`config.mk`:
```
export PLATFORM = sky130hd
export DESIGN_NAME = fan_duty_ramp_limiter
export DESIGN_NICKNAME = d
export VERILOG_FILES = /design/src/verilog/fan_ramp_pkg.sv /design/src/verilog/fan_duty_ramp_limiter.sv /design/src/verilog/fan_slot_pwm.sv
export VERILOG_INCLUDE_DIRS = /design/src /design/src/verilog
export SDC_FILE = /design/constraint.sdc
export NUM_CORES = 1
export LEC_CHECK = 0
export ABC_CLOCK_PERIOD_IN_PS = 5600
export BUFFER_PORTS_ARGS = -buffer_cell sky130_fd_sc_hd__buf_2
export CAP_MARGIN = 20
export CORE_MARGIN = 3
export CORE_UTILIZATION = 50
export CTS_BUF_LIST = sky130_fd_sc_hd__clkbuf_2
export DETAILED_ROUTE_END_ITERATION = 16
export PLACE_DENSITY = 0.69
export SLEW_MARGIN = 20
export SYNTH_ARGS = -nofsm -noshare
export SYNTH_HDL_FRONTEND = slang
export SYNTH_SLANG_ARGS = --single-unit
```
`constraint.sdc`:
```
create_clock -name ref_clk -period 5.6 [get_ports ref_clk]
set_clock_uncertainty 0.05 [all_clocks]
set_input_delay 1.12 -clock ref_clk [delete_from_list [all_inputs] [get_ports ref_clk]]
set_output_delay 1.12 -clock ref_clk [all_outputs]
set_load 0.1 [all_outputs]
```
`src/verilog/fan_ramp_cfg.svh`:
```
// Register offsets, field positions, reset values and step table of the fan duty ramp limiter.
`ifndef FAN_RAMP_CFG_SVH
`define FAN_RAMP_CFG_SVH

// ==========================================================
// Register offsets
`define OFS_DUTY_NOW_1 8'h30
`define OFS_DUTY_NOW_2 8'h31
`define OFS_DUTY_NOW_3 8'h32
`define OFS_CEILING_1 8'h38
`define OFS_CEILING_2 8'h39
`define OFS_CEILING_3 8'h3a
`define OFS_FAN_CFG_1 8'h5c
`define OFS_FAN_CFG_2 8'h5d
`define OFS_FAN_CFG_3 8'h5e
`define OFS_SLEW_A 8'h62
`define OFS_SLEW_B 8'h63

// ==========================================================
// Reset values
`define RST_DUTY_NOW 8'h00
`define RST_CEILING 8'hff
`define RST_FAN_CFG 8'h82
`define RST_SLEW 8'h00
`define RD_UNMAPPED 8'h00

// ==========================================================
// Field positions
`define SLEW_A_EN1_BIT 3
`define SLEW_A_SEL1_HI 2
`define SLEW_A_SEL1_LO 0
`define SLEW_B_EN2_BIT 7
`define SLEW_B_SEL2_HI 6
`define SLEW_B_SEL2_LO 4
`define SLEW_B_EN3_BIT 3
`define SLEW_B_SEL3_HI 2
`define SLEW_B_SEL3_LO 0
`define FAN_CFG_SLOW_BIT 3

// ==========================================================
// Slot counts
`define SLOTS_PER_PERIOD 8'd255
`define LAST_SLOT 8'd254
`define STEP_C0 9'd1
`define STEP_C1 9'd2
`define STEP_C2 9'd3
`define STEP_C3 9'd5
`define STEP_C4 9'd8
`define STEP_C5 9'd12
`define STEP_C6 9'd24
`define STEP_C7 9'd48
`define SLOW_FACTOR_DEF 4

`endif

```
`src/verilog/fan_ramp_pkg.sv`:
```
// Types shared by the fan duty ramp limiter files.
package fan_ramp_pkg;

  // Host register access request.
  typedef struct packed {
    logic [7:0] addr;
    logic wr;
    logic [7:0] wdata;
  } reg_req_t;

  // Newly calculated duty targets, one byte per fan output.
  typedef struct packed {
    logic [7:0] three;
    logic [7:0] two;
    logic [7:0] one;
  } fan_targets_t;

endpackage

```
`src/verilog/fan_duty_ramp_limiter.sv`:
```
// Per-output duty slew limiter with its register file and three fan drive outputs.
`timescale 1ns/1ps
`include "fan_ramp_cfg.svh"
// What this block does
// - Bit 3 of slew_control_a enables slew limiting on fan output one.
// - Bit 7 of slew_control_b enables slew limiting on fan output two.
// - Bit 3 of slew_control_b enables slew limiting on fan output three.
// - Each drive period has 255 slots; duty N stays high N slots.
// - Step sizes are only 1, 2, 3, 5, 8, 12, 24 or 48 slots.
// - Target above previous duty: previous plus step, but not above the target, becomes output duty.
// - Target below previous duty: previous minus step, but not below the target, becomes output duty.
// - Each stepped result is stored as previous duty for next comparison.
// - Three read/write current duty registers from 0x30, reset 0x00.
// - slew_control_a bits 2:0 pick output one step, codes 0..7.
// - slew_control_b bits 6:4 pick output two step, same mapping.
// - slew_control_b bits 2:0 pick output three step, same mapping.
// - Config bit 3 set slows that output's ramp by SLOW_FACTOR, four by default.
module fan_duty_ramp_limiter
  import fan_ramp_pkg::*;
#(
  parameter int SLOW_FACTOR = `SLOW_FACTOR_DEF,
  parameter int SLOT_CYCLES = 1
) (
  // Clock and reset
  input wire logic ref_clk,
  input wire logic arst_n,
  // Host register port
  input wire reg_req_t reg_req,
  output logic [7:0] reg_rdata,
  // Newly calculated targets and their update strobe
  input wire fan_targets_t calc_target,
  input wire logic calc_update,
  // Fan drive pins
  output logic fan_drive_one,
  output logic fan_drive_two,
  output logic fan_drive_three
);

  logic rst_meta_r;
  logic rst_n_sync;
  logic [7:0] duty_r [3];
  logic [7:0] ceiling_r [3];
  logic [7:0] fan_cfg_r [3];
  logic [7:0] slew_a_r;
  logic [7:0] slew_b_r;
  logic [1:0] slow_cnt_r [3];
  logic [7:0] target [3];
  logic [7:0] tgt_cap [3];
  logic [8:0] step [3];
  logic [2:0] sel [3];
  logic slew_en [3];
  logic fire [3];
  logic [7:0] duty_nxt [3];

  // The slow counter is two bits wide, so larger factors cannot be served.
  if (SLOW_FACTOR < 1 || SLOW_FACTOR > 4)
  begin : g_bad_slow_factor
    $error("SLOW_FACTOR must lie in 1..4");
  end

  // ==========================================================
  // Helpers
  // eight step sizes
  function automatic logic [8:0] step_of(input logic [2:0] code);
    case (code)
      3'h0: step_of = `STEP_C0;
      3'h1: step_of = `STEP_C1;
      3'h2: step_of = `STEP_C2;
      3'h3: step_of = `STEP_C3;
      3'h4: step_of = `STEP_C4;
      3'h5: step_of = `STEP_C5;
      3'h6: step_of = `STEP_C6;
      default: step_of = `STEP_C7;
    endcase
  endfunction

  function automatic logic [7:0] slew_to(input logic [7:0] prev, input logic [7:0] tgt,
                                          input logic [8:0] stp);
    logic [8:0] gap;
    gap = 9'h000;
    if (tgt > prev)
    begin
      gap = {1'b0, tgt} - {1'b0, prev};
      slew_to = (gap <= stp) ? tgt : 8'(({1'b0, prev} + stp));
    end
    else if (tgt < prev)
    begin
      gap = {1'b0, prev} - {1'b0, tgt};
      slew_to = (gap <= stp) ? tgt : 8'(({1'b0, prev} - stp));
    end
    else
      slew_to = prev;
  endfunction

  // ==========================================================
  // Reset release
  // Release goes through two flops so every register leaves reset on the same edge.
  always_ff @(posedge ref_clk or negedge arst_n)
  begin
    if (!arst_n)
    begin
      rst_meta_r <= 1'b0;
      rst_n_sync <= 1'b0;
    end
    else
    begin
      rst_meta_r <= 1'b1;
      rst_n_sync <= rst_meta_r;
    end
  end

  // ==========================================================
  // Field decode
  // enable bits
  assign slew_en[0] = slew_a_r[`SLEW_A_EN1_BIT];
  assign slew_en[1] = slew_b_r[`SLEW_B_EN2_BIT];
  assign slew_en[2] = slew_b_r[`SLEW_B_EN3_BIT];
  assign sel[0] = slew_a_r[`SLEW_A_SEL1_HI:`SLEW_A_SEL1_LO];
  assign sel[1] = slew_b_r[`SLEW_B_SEL2_HI:`SLEW_B_SEL2_LO];
  assign sel[2] = slew_b_r[`SLEW_B_SEL3_HI:`SLEW_B_SEL3_LO];
  assign target[0] = calc_target.one;
  assign target[1] = calc_target.two;
  assign target[2] = calc_target.three;

  // Targets are capped by each output's ceiling before any stepping.
  always_comb
  begin
    for (int c = 0; c < 3; c++)
    begin
      step[c] = step_of(sel[c]);
      tgt_cap[c] = (target[c] > ceiling_r[c]) ? ceiling_r[c] : target[c];
      fire[c] = calc_update && (!fan_cfg_r[c][`FAN_CFG_SLOW_BIT] ||
                slow_cnt_r[c] == 2'(SLOW_FACTOR - 1));
      if (!slew_en[c])
        duty_nxt[c] = calc_update ? tgt_cap[c] : duty_r[c];
      else
        duty_nxt[c] = fire[c] ? slew_to(duty_r[c], tgt_cap[c], step[c]) : duty_r[c];
    end
  end

  // ==========================================================
  // Slow divider
  // Counts updates so a slowed output steps once per SLOW_FACTOR updates.
  always_ff @(posedge ref_clk or negedge rst_n_sync)
  begin
    if (!rst_n_sync)
      for (int c = 0; c < 3; c++) slow_cnt_r[c] <= 2'h0;
    else
      for (int c = 0; c < 3; c++)
        if (calc_update)
          slow_cnt_r[c] <= fire[c] ? 2'h0 : slow_cnt_r[c] + 2'h1;
  end

  // ==========================================================
  // Current duty registers
  // store previous duty
  always_ff @(posedge ref_clk or negedge rst_n_sync)
  begin
    if (!rst_n_sync)
      for (int c = 0; c < 3; c++) duty_r[c] <= `RST_DUTY_NOW;
    else
      for (int c = 0; c < 3; c++)
        if (reg_req.wr && reg_req.addr == 8'(`OFS_DUTY_NOW_1 + c))
          duty_r[c] <= reg_req.wdata;
        else
          duty_r[c] <= duty_nxt[c];
  end

  // ==========================================================
  // Configuration registers
  always_ff @(posedge ref_clk or negedge rst_n_sync)
  begin
    if (!rst_n_sync)
    begin
      for (int c = 0; c < 3; c++)
      begin
        ceiling_r[c] <= `RST_CEILING;
        fan_cfg_r[c] <= `RST_FAN_CFG;
      end
      slew_a_r <= `RST_SLEW;
      slew_b_r <= `RST_SLEW;
    end
    else if (reg_req.wr)
    begin
      for (int c = 0; c < 3; c++)
      begin
        if (reg_req.addr == 8'(`OFS_CEILING_1 + c))
          ceiling_r[c] <= reg_req.wdata;
        if (reg_req.addr == 8'(`OFS_FAN_CFG_1 + c))
          fan_cfg_r[c] <= reg_req.wdata;
      end
      if (reg_req.addr == `OFS_SLEW_A)
        slew_a_r <= reg_req.wdata;
      if (reg_req.addr == `OFS_SLEW_B)
        slew_b_r <= reg_req.wdata;
    end
  end

  // ==========================================================
  // Read data
  // Read data trails the address by one clock; unmapped addresses read zero.
  always_ff @(posedge ref_clk or negedge rst_n_sync)
  begin
    if (!rst_n_sync)
      reg_rdata <= `RD_UNMAPPED;
    else
      case (reg_req.addr)
        `OFS_DUTY_NOW_1: reg_rdata <= duty_r[0];
        `OFS_DUTY_NOW_2: reg_rdata <= duty_r[1];
        `OFS_DUTY_NOW_3: reg_rdata <= duty_r[2];
        `OFS_CEILING_1: reg_rdata <= ceiling_r[0];
        `OFS_CEILING_2: reg_rdata <= ceiling_r[1];
        `OFS_CEILING_3: reg_rdata <= ceiling_r[2];
        `OFS_FAN_CFG_1: reg_rdata <= fan_cfg_r[0];
        `OFS_FAN_CFG_2: reg_rdata <= fan_cfg_r[1];
        `OFS_FAN_CFG_3: reg_rdata <= fan_cfg_r[2];
        `OFS_SLEW_A: reg_rdata <= slew_a_r;
        `OFS_SLEW_B: reg_rdata <= slew_b_r;
        default: reg_rdata <= `RD_UNMAPPED;
      endcase
  end

  // ==========================================================
  // Drive generators
  // slot based outputs
  fan_slot_pwm #(.SLOT_CYCLES(SLOT_CYCLES)) u_pwm_one (
    .ref_clk(ref_clk), .arst_n(rst_n_sync), .duty(duty_r[0]), .drive(fan_drive_one));
  fan_slot_pwm #(.SLOT_CYCLES(SLOT_CYCLES)) u_pwm_two (
    .ref_clk(ref_clk), .arst_n(rst_n_sync), .duty(duty_r[1]), .drive(fan_drive_two));
  fan_slot_pwm #(.SLOT_CYCLES(SLOT_CYCLES)) u_pwm_three (
    .ref_clk(ref_clk), .arst_n(rst_n_sync), .duty(duty_r[2]), .drive(fan_drive_three));
endmodule // fan_duty_ramp_limiter

```
`src/verilog/fan_slot_pwm.sv`:
```
// Pulse-width generator splitting each period into 255 time slots.
`timescale 1ns/1ps
`include "fan_ramp_cfg.svh"
module fan_slot_pwm #(
  parameter int SLOT_CYCLES = 1
) (
  // Clock and synchronised reset
  input wire logic ref_clk,
  input wire logic arst_n,
  // Duty in slots
  input wire logic [7:0] duty,
  // Drive pin
  output logic drive
);

  logic [15:0] div_r;
  logic [7:0] slot_r;
  logic [7:0] duty_hold_r;

  // Refuse a slot length that the 16-bit divider cannot count.
  if (SLOT_CYCLES < 1 || SLOT_CYCLES > 65535)
  begin : g_bad_slot_cycles
    $error("SLOT_CYCLES out of range");
  end

  // ==========================================================
  // Slot timing
  // Divider sets the length of one slot in clock cycles.
  always_ff @(posedge ref_clk or negedge arst_n)
  begin
    if (!arst_n)
      div_r <= 16'h0000;
    else if (div_r == 16'(SLOT_CYCLES - 1))
      div_r <= 16'h0000;
    else
      div_r <= div_r + 16'h0001;
  end

  always_ff @(posedge ref_clk or negedge arst_n)
  begin
    if (!arst_n)
      slot_r <= 8'h00;
    else if (div_r == 16'(SLOT_CYCLES - 1))
      slot_r <= (slot_r == `LAST_SLOT) ? 8'h00 : slot_r + 8'h01;
  end

  // Duty is taken only at a period boundary, so no period is ever cut short or doubled.
  always_ff @(posedge ref_clk or negedge arst_n)
  begin
    if (!arst_n)
      duty_hold_r <= 8'h00;
    else if (slot_r == `LAST_SLOT && div_r == 16'(SLOT_CYCLES - 1))
      duty_hold_r <= duty;
  end

  always_ff @(posedge ref_clk or negedge arst_n)
  begin
    if (!arst_n)
      drive <= 1'b0;
    else
      drive <= (slot_r < duty_hold_r);
  end
endmodule // fan_slot_pwm

```
# After elaboration in Yosys (flattened, before gate mapping)
# Cells that the tools add are included.
# word_totals
ff_bits	203
latchBits	0
mem_bits_rw	0
rom_bits	0
inputBits	44
out_inout_bits	11
wordCells	184
memories	0
# op_classes
add_sub_neg	21
n_mul	0
div	0
order_cmp	18
n_eq_ne	41
shift	0
n_mux	40
bitwise_logic	0
reduce_logical	35
# ops
cell	n
8-bit two-way mux	30
6-bit case mux with 7 select lines	3
8-bit case mux with 11 select lines	1
9-bit less-or-equal comparator	6
8-bit by 8-bit subtractor with 9-bit output	6
16-bit by 1-bit adder with 16-bit output (second input constant)	3
8-bit by 6-bit equality test with 1-bit output (second input constant)	6
8-bit greater-than comparator	6
16-bit zero test	3
8-bit < comparator	6
16-bit two-way mux	3
8-bit by 7-bit equality test with 1-bit output (second input constant)	5
3-bit equality test (second input constant)	9
8-bit by 1-bit adder with 8-bit output (second input constant)	3
8-bit adder	3
8-bit equality test (second input constant)	3
8-bit subtractor	3
3-bit by 2-bit equality test with 1-bit output (second input constant)	6
2-bit AND reduction	8
4-bit by 1-bit != test with 1-bit output (second input constant)	3
3-bit by 1-bit equality test with 1-bit output (second input constant)	3
1-bit logical AND	9
3-bit zero test	3
3-bit by 1-bit != test with 1-bit output (second input constant)	3
other kinds (7)	21

# Logic depth before layout (Yosys ltp)
# Gate-level depths: netlist (run 1).
# depth
depth_word	10
ltp_mapped	27
mapped_depth_nobuf	25

# Modules after synthesis
# A second synthesis (run 1) with hierarchy kept.
# unflattened
hier_cells	1795
area_unflattened_um2	16413.2
# modules_own_cells
module	instances	cells_per_inst	area_per_inst_um2	seq_area_each_um2
fan_duty_ramp_limiter	1	1327	11113.2	2640.0
fan_slot_pwm	3	156	1766.7	825.8

# Worst setup path before layout (run 1)
# OpenSTA, ideal clock, no wires.
# synth_path
path_kind	input -> register
from	in calc_target[15] (netlist name)
to	reg duty_r[11] (netlist name)
setup_time_ps	124
arrival_time_ps	5725
required_time_ps	5426
slack_ps	-299
cell_stages	22
path_buffers	0
cell_sequence	ha_1 -> nand4_1 -> nor2_1 -> nor2_1 -> nor2_1 -> mux2_2 -> inv_1 -> ha_1 -> inv_1 -> fa_1 -> a21o_1 -> a21oi_1 -> xnor2_1 -> ha_1 -> nand2_1 -> o21bai_1 -> a21oi_1 -> o31ai_1 -> o22ai_1 -> a2bb2oi_1 -> and3_1 -> a211o_1
# synth_via
elab_chain_cells	10
word_cells_on_any_way	18
cone_classes	add/sub: 2; order compare: 5; eq/ne: 1; mux: 9; reduce/logical: 1
# synth_lines
item	line_no	source
start: declaration	fan_duty_ramp_limiter.sv:31	input wire fan_targets_t calc_target,
8-bit greater-than comparator	fan_duty_ramp_limiter.sv:131	tgt_cap[c] = (target[c] > ceiling_r[c]) ? ceiling_r[c] : target[c];
8-bit two-way mux *	fan_duty_ramp_limiter.sv:131	
8-bit by 8-bit subtractor with 9-bit output	fan_duty_ramp_limiter.sv:88	gap = {1'b0, prev} - {1'b0, tgt};
9-bit less-or-equal comparator	fan_duty_ramp_limiter.sv:89	slew_to = (gap <= stp) ? tgt : 8'(({1'b0, prev} - stp));
8-bit two-way mux	fan_duty_ramp_limiter.sv:89	
8-bit two-way mux	fan_duty_ramp_limiter.sv:86	else if (tgt < prev)
8-bit two-way mux	fan_duty_ramp_limiter.sv:81	if (tgt > prev)
8-bit two-way mux	fan_duty_ramp_limiter.sv:137	duty_nxt[c] = fire[c] ? slew_to(duty_r[c], tgt_cap[c], step[c]) : duty_r[c];
8-bit two-way mux	fan_duty_ramp_limiter.sv:134	if (!slew_en[c])
8-bit two-way mux	fan_duty_ramp_limiter.sv:163	if (reg_req.wr && reg_req.addr == 8'(`OFS_DUTY_NOW_1 + c))
end signal: indexed assignment	fan_duty_ramp_limiter.sv:164	duty_r[c] <= reg_req.wdata;
end signal: indexed assignment	fan_duty_ramp_limiter.sv:166	duty_r[c] <= duty_nxt[c];
end: declaration	fan_duty_ramp_limiter.sv:41	logic [7:0] duty_r [3];
# Mark *: on every way between the ends. The rest lies on a longest branch, timed or not. The select of a mux whose other input is x is not followed.
# A chain may end at the register's enable or synchronous reset.

# Worst setup path in the final report (run 1)
# layout_path
from	reg ceiling_r[1] (netlist name)
to	reg duty_r[0] (netlist name)
# layout_via
elab_chain_cells	10
word_cells_on_any_way	18
cone_classes	add/sub: 2; order compare: 5; eq/ne: 1; mux: 9; reduce/logical: 1
# layout_lines
item	line_no	source
start: declaration	fan_duty_ramp_limiter.sv:42	logic [7:0] ceiling_r [3];
start signal: indexed assignment	fan_duty_ramp_limiter.sv:177	ceiling_r[c] <= `RST_CEILING;
start signal: indexed assignment	fan_duty_ramp_limiter.sv:188	ceiling_r[c] <= reg_req.wdata;
8-bit greater-than comparator	fan_duty_ramp_limiter.sv:131	
8-bit two-way mux *	fan_duty_ramp_limiter.sv:131	
8-bit by 8-bit subtractor with 9-bit output	fan_duty_ramp_limiter.sv:88	
9-bit less-or-equal comparator	fan_duty_ramp_limiter.sv:89	
8-bit two-way mux	fan_duty_ramp_limiter.sv:89	
8-bit two-way mux	fan_duty_ramp_limiter.sv:86	
8-bit two-way mux	fan_duty_ramp_limiter.sv:81	
8-bit two-way mux	fan_duty_ramp_limiter.sv:137	
8-bit two-way mux	fan_duty_ramp_limiter.sv:134	
8-bit two-way mux	fan_duty_ramp_limiter.sv:163	
# Marks and branches as above.

==> results.md, run 1 <==
* Final TNS setup at 0 ns
* DR vias at 14096
* CTS max path bufs at 3
* Unique masters post-synth at 81
* Area Growth Syn to Fin at 13.2%
* Synth area leader: dfrtp_1
* DRC at 0
* Max Clock Freq at 188 MHz
* Status: finished clean
* XOR/XNOR Fraction of Synth Area at 5.21%
* Asr flop ratio synth at 100%
* Footprint of the multi-input gates at 9940 um2
* Slew HR at 35.4%
* Leak at 8.55 nW
* Post-synth EDFFs at 0
* Mapped Nets at about 2000
* Setup Buffers After CTS at 0
* Top Family by Delay on Critical Path: compound AO/OA/AOI/OAI gates
* CP max stage delay at 0.62 ns
* Layout cells sized above 1 at around 20%
* Synth area leaders: dfrtp_1 27%, ha_1 14%, mux2_2 5.1%
* Pre-Repair DR Iteration Count at 5
* Switching Fraction at 38.2%
* Period minus WS final at 5.32 ns
* Post-DP HPWL at around 34000 um
* Reg2Reg Setup Slack at ~0.28 ns
* Clk sinks at 203
* Num rows at 64
* Clock network fraction of total power at between 20% and 30%
* Critical path peak fanout at 5
* Synth warnings at 0
* Antenna violations before repair at 1
* Synthesis-stage register bit count at 203
* Core Footprint at roughly 30000 um2
* Clk root buf: clkbuf_2
* Post-synth top area share at 27.4%
* Clk_lat worst skew at 0.79 ns
* Util after Layout at 58.0%
* Syn Inst Count at 1774
* Post-synthesis mux area share at 5.95%
* Final period util at between 90% and 100%
* Complex-gate fraction of the synthesized area at 20.6%
* Count of final max-slew check failures at 0
* Hold Path Class: flop to flop
* Mapped Area at 15800 um2
* Combinational group share of total power at 39.3%
* Drt initial violations at 1030
* GRT Total Usage at 26.0%
* Crit path DAT at 5.95 ns
* Avg Vias per Cell at 5.90
* Simple-gate share of the synthesized area at 15.8%
* RD Place Congestion at 0.923
* First-pass GRT wire length at just over 70000 um
* Die H at approximately 180 um
* DR WL/cell at approximately 18 um
* Slowest-stage cell, CP: dfstp_2
* Die Width at 184 um
* Crit end category: flop
* Nets at 2174
* Commonest non-fill, non-tap cell in the layout: dfrtp_1
* Routed WL at ~44000 um
* Max Cap Viol at 0
* Port bufs at 54
* Reg power frac at a little under two fifths
* Initial Utilization at about 50%
* Worst VDD drop at 137 uV
* WS Path Type: flop to flop
* Final ANT Viol Nets at 0
* RSZ-0062 raised after global routing: true
* Fillers at 2791
* Avg Synthesized Cell Area at 8.90 um2
* TritonCTS clock tree: yes
* Full die area at 33800 um2
* Worst slew pin tran at 0.968 ns
* Register area share after synthesis at between 30% and 40%
* Io pins at 55
* Main combinational cell family by area after synthesis: compound AO/OA/AOI/OAI gates
* Total grt overflow at 0
* Internal power at 2.73 mW
* Buffer and inverter count on the worst path at 6
* H-tree levels at 2
* Total CTS buffers at 51
* Clk slew on worst S/H paths at 0.10 ns
* Adder-Cell Fraction of Synth Area at 14.7%
* Cells after DPL at 2292
* Ys flop type: dfrtp_1
* Final setup fails at 0
* Largest net degree at the start of global routing at 129
* P per Cell Area at 246 nW/um2
* Most frequent cells in the layout: 172 x dfrtp_1, 171 x ha_1, 158 x inv_1, 158 x nand2_1, 124 x buf_4
* Vias in the first global route at approximately 14000
* Hold Vio Cnt, Final at 0
* P_sw at approximately 1.7 mW
* FF+latch area at just over 5000 um2
* Critical path data required time at around 6.2 ns
* Crit path launch type: flop
* Layout Cells excl Fill at 2389
==> flip-flops by register name, indices dropped and copies added (netlist names), 16 cells and up <==
signal,flops
u_pwm_one.div_r,16
u_pwm_three.div_r,16
fan_cfg_r,24
ceiling_r,24
duty_r,24
u_pwm_two.div_r,16
==> Yosys cell counts (6+ instances only) <==
cell      instances
xnor2_1          55
nor2_1          105
and4_1            6
o21a_1           26
nor4_1            9
o31ai_1          14
o21ai_1           6
dfrtp_1         173
dfstp_2          30
mux2_2           71
nor2b_1          37
nor3_1           20
o211ai_1         21
ha_1            171
a21boi_0          6
nand4_1          31
a211o_1           9
a22o_1           16
nand3_1          49
a21o_1           19
o21bai_1         15
mux2i_1          14
a31oi_1          12
a22oi_1          17
a222oi_1         13
o21ai_0         113
inv_1           158
nand2b_1         21
and2_1           16
a221oi_1         15
or3_1             8
nand2_1         158
xor2_1           39
and3_1           25
clkbuf_1         50
fa_1              9
a211oi_1         14
o22ai_1          17
a21oi_1         105
==> power by group through the flow <==
stage / combinational [mW] / clock (mW) / sequential (mW)
global route: 1.92 / 1.15 / 1.65
global placement: 1.64 / 0 / 1.67
finish: 1.73 / 1.03 / 1.64
CTS: 1.69 / 1.07 / 1.64
detailed placement: 1.68 / 0 / 1.67
floorplan: 1.17 / 0 / 1.61
==> per-layer routing <==
layer  track usage [%]  vias to the layer above  wire length, um
li1                  -                     6790                -
met1              34.8                     6834            19600
met2              43.4                      374            20500
met3              3.38                       98             2330
met4              9.56                        0             1310
met5                 0                        -                0
==> cells by family (layout without fill, tap and decap cells) <==
logic type                 after synthesis  after routing
AOI/OAI and AO/OA                      489            489
xor gates and xnor gates                94             94
adders and majority gates              180            180
buffers and inverters                  215            433
DFF                                    203            203
muxes                                   85             85
other                                    1              2
and+or+nand+nor                        507            507
==> worst paths after layout <==
kind | start | end | cells past startpoint
setup / recovery | ceiling_r[1] | duty_r[0] | 26
hold / removal | rst_meta_r | rst_n_sync | 0
setup reg to reg | ceiling_r[1] | duty_r[0] | 26
hold reg to reg | rst_meta_r | rst_n_sync | 0
max in group asynchronous | rst_n_sync | u_pwm_three.duty_hold_r[3] | 1
min in group asynchronous | rst_n_sync | u_pwm_two.div_r[2] | 0
==> stage by stage <==
step           hold WS [ns]  setup WS (ns)  power [mW]  area (um2)
6_report              0.306          0.284        4.41       17900
5_1_grt               0.324        -0.0229        4.72       17900
4_1_cts               0.310          0.165        4.40       17800
3_5_place_dp          0.290         -0.424        3.34       17300
3_3_place_gp          0.287         -0.304        3.30       17300
2_1_floorplan         0.281        0.00430        2.78       15800
==> what timing repair did <==
action,in CTS,in global routing
hold endpoints to repair,2,0
hold buffers,1,0
resized for setup,0,16
endpoints found under the setup margin,0,16
==> worst reg2reg max path, delay by kind of cell (launching register included) <==
family,cells,cell delay [ns]
compound gates,9,1.38
buf+inv,6,0.68
simple gates,5,0.87
flops,1,0.62
mux,1,0.35
xor+xnor,1,0.16
fa+ha+maj,4,1.10
==> cell type report <==
class / count / area share [%]
multi-input combinational: 1356 / 55.6
timing repair buffer: 180 / 6.89
tap: 396 / 2.77
inverter: 158 / 3.32
clock buffer: 80 / 2.24
antenna: 1 / 0.0140
sequential: 203 / 28.6
clock inverter: 15 / 0.511
Power figures use the tool's default switching activity.
==> run 2, diff against run 1 <==
Settings changed: CORE_MARGIN 3 to 2, HOLD_SLACK_MARGIN from default to 0.1, TNS_END_PERCENT from default to 30.
==> run 2 against run 1 <==
Compared with the run above: combinational power hardly changed; first-iteration DRC count is 16% higher; register-to-register slack worse by 0.13 ns; core utilization is 0.45 points lower; count of clock-buffer cells in the layout is 10 lower; cell count is 0.67% higher; design area is 0.78% higher; flip-flop and latch count stayed put; sequential share of layout area is 0.22 points lower; clock power hardly changed; global-route usage is 0.78 points higher; largest cell class unchanged; largest power group unchanged; highest routed layer unchanged.
==> results.md, run 2 (synthesis results as in run 1) <==
* Status: finished clean
* TritonCTS clock tree: yes
* Cells after DPL at 2308 (+0.70%)
* RD Place Congestion at 0.962 (+4.2%)
* Commonest non-fill, non-tap cell in the layout: dfrtp_1
* DR WL/cell at 18.2 um (-0.97%)
* Most frequent cells in the layout: 172 x dfrtp_1, 169 x ha_1, 158 x inv_1, 158 x nand2_1, 136 x buf_4
* Area Growth Syn to Fin at 14.1%
* Slew HR at 36.1% (+0.68 points)
* RSZ-0062 raised after global routing: true
* Drt initial violations at 1194 (+16%)
* Clk sinks at 203 (unchanged)
* Num rows at 65 (+1.6%)
* Final period util at 97.2% (+2.3 points)
* Total grt overflow at 0 (unchanged)
* First-pass GRT wire length at 71200 um (-0.34%)
* Max Clock Freq at 184 MHz (-2.4%)
* R2R depth at 25 (-3.8%)
* Io pins at 55 (unchanged)
* Port bufs at 54 (unchanged)
* Crit end category: flop
* Worst slew pin tran at 0.958 ns (-0.0102 ns)
* Final ANT Viol Nets at 0 (unchanged)
* Vias in the first global route at 13932 (-0.25%)
* Hold Vio Cnt, Final at 0 (unchanged)
* Core Footprint at 31300 um2 (+1.6%)
* CTS max path bufs at 3 (unchanged)
* GRT Total Usage at 26.8% (+0.78 points)
* Clk_lat worst skew at 0.85 ns (+0.06 ns)
* Routed WL at 43700 um (-0.31%)
* P per Cell Area at 246 nW/um2 (-0.18%)
* Layout Cells excl Fill at 2405 (+0.67%)
* Hold Path Class: flop to async pin
* Total power at 4.43 mW (+0.59%)
* Crit path launch type: flop
* Avg Vias per Cell at 5.88 (-0.33%)
* Count of final max-slew check failures at 0 (unchanged)
* Final setup fails at 0 (unchanged)
* Total CTS buffers at 49 (-3.9%)
* Final TNS setup at 0 ns (unchanged)
* Critical path peak fanout at 3 (-2)
* Antenna violations before repair at 1 (unchanged)
* H-tree levels at 2 (unchanged)
* Initial Utilization at 50.4% (-0.79 points)
* Footprint of the multi-input gates at 9960 um2 (+0.18%)
* Max Cap Viol at 0 (unchanged)
* Worst VDD drop at 100 uV (-27%)
* Die H at 182 um (-1.1%)
* Fillers at 2873 (+2.9%)
* Post-DP HPWL at 33400 um (-0.51%)
* Crit path DAT at 6.08 ns (+0.13 ns)
* Pre-Repair DR Iteration Count at 8 (+3)
* Clk root buf: clkbuf_2
* DRC at 0 (unchanged)
* Layout cells sized above 1 at 20.4% (+0.098 points)
* Leak at 8.60 nW (+0.53%)
* Clk slew on worst S/H paths at 0.11 ns (about the same)
* WS Path Type: flop to flop
* Critical path data required time at 6.23 ns (about the same)
* Nets at 2185 (+0.51%)
* DR vias at 14144 (+0.34%)
* Biggest regs: ceiling_r: 24 flops, duty_r: 24 flops, fan_cfg_r: 24 flops
* Largest net degree at the start of global routing at 176 (+36%)
* Util after Layout at 57.5% (-0.45 points)
* Hold WS at 0.203 ns (-0.103 ns)
* FF+latch area at 5120 um2 (unchanged)
* Period minus WS final at 5.45 ns (+0.130 ns)
* Die Width at 182 um (-1.1%)
* Full die area at 33000 um2 (-2.2%)
## run 2: power by group
| part | switching (mW) | internal (mW) | total [mW] | leakage, nW |
|---|---|---|---|---|
| combinational | 0.968 | 0.791 | 1.76 | 5.71 |
| sequential | 0.110 | 1.52 | 1.63 | 2.54 |
| clock | 0.608 | 0.435 | 1.04 | 0.354 |
| total | 1.69 | 2.75 | 4.43 | 8.60 |
## run 2: area by class of cell
type	instances	share of cell area, %
Multi-Input combinational cell	1356	55.3
Sequential cell	203	28.4
Timing Repair Buffer	193	7.44
Inverter	158	3.29
Tap cell	402	2.79
Clock buffer	70	1.94
Clock inverter	22	0.806
Antenna cell	1	0.0139
## run 2: what timing repair did
| action | in CTS | in global routing |
|---|---|---|
| setup buffers | 0 | 3 |
| setup endpoints to repair | 0 | 16 |
| hold buffers | 1 | 0 |
| resized for setup | 0 | 22 |
| hold endpoints to repair | 2 | 0 |
## run 2: worst paths after layout
path                                    from                     to  slack (ns)
max in group asynchronous         rst_n_sync  u_pwm_three.div_r[14]        4.05
worst min register to register    rst_n_sync    u_pwm_two.slot_r[0]        0.20
worst min-delay path              rst_n_sync    u_pwm_two.slot_r[0]        0.20
min in group ref_clk              rst_meta_r             rst_n_sync        0.30
worst max register to register  ceiling_r[1]              duty_r[6]        0.15
worst max-delay path            ceiling_r[1]              duty_r[6]        0.15
## run 2: per-stage QoR
stage	setup slack [ns]	cell area (um2)
6_report	0.155	18000
5_1_grt	-0.143	18000
4_1_cts	0.184	17900
3_5_place_dp	-0.300	17400
3_3_place_gp	-0.223	17400
2_1_floorplan	-0.299	15800
## run 2: worst max-delay path, stage by stage (launching register included)
cell	delay (ns)
dfstp_2	0.55
inv_1	0.09
ha_1	0.30
nor2b_1	0.14
o211ai_1	0.30
buf_4	0.17
a211oi_1	0.06
or4_4	0.53
ha_1	0.32
nand3_1	0.10
o22ai_1	0.16
a31oi_1	0.06
mux2_2	0.30
and2_4	0.17
xnor2_1	0.12
ha_1	0.30
nand2_1	0.07
o21bai_1	0.15
a21oi_1	0.22
nor2_1	0.08
a22oi_1	0.14
a21o_1	0.14
buf_4	0.14
a21oi_2	0.05
o311ai_0	0.44
o21ai_0	0.15
## run 2: layer usage
layer / global-route usage, % / routed length (um) / vias up
met5: 0 / 0 / -
met4: 11.4 / 1610 / 0
li1: - / - / 6819
met1: 35.8 / 19300 / 6745
met2: 43.5 / 20200 / 467
met3: 3.95 / 2650 / 113
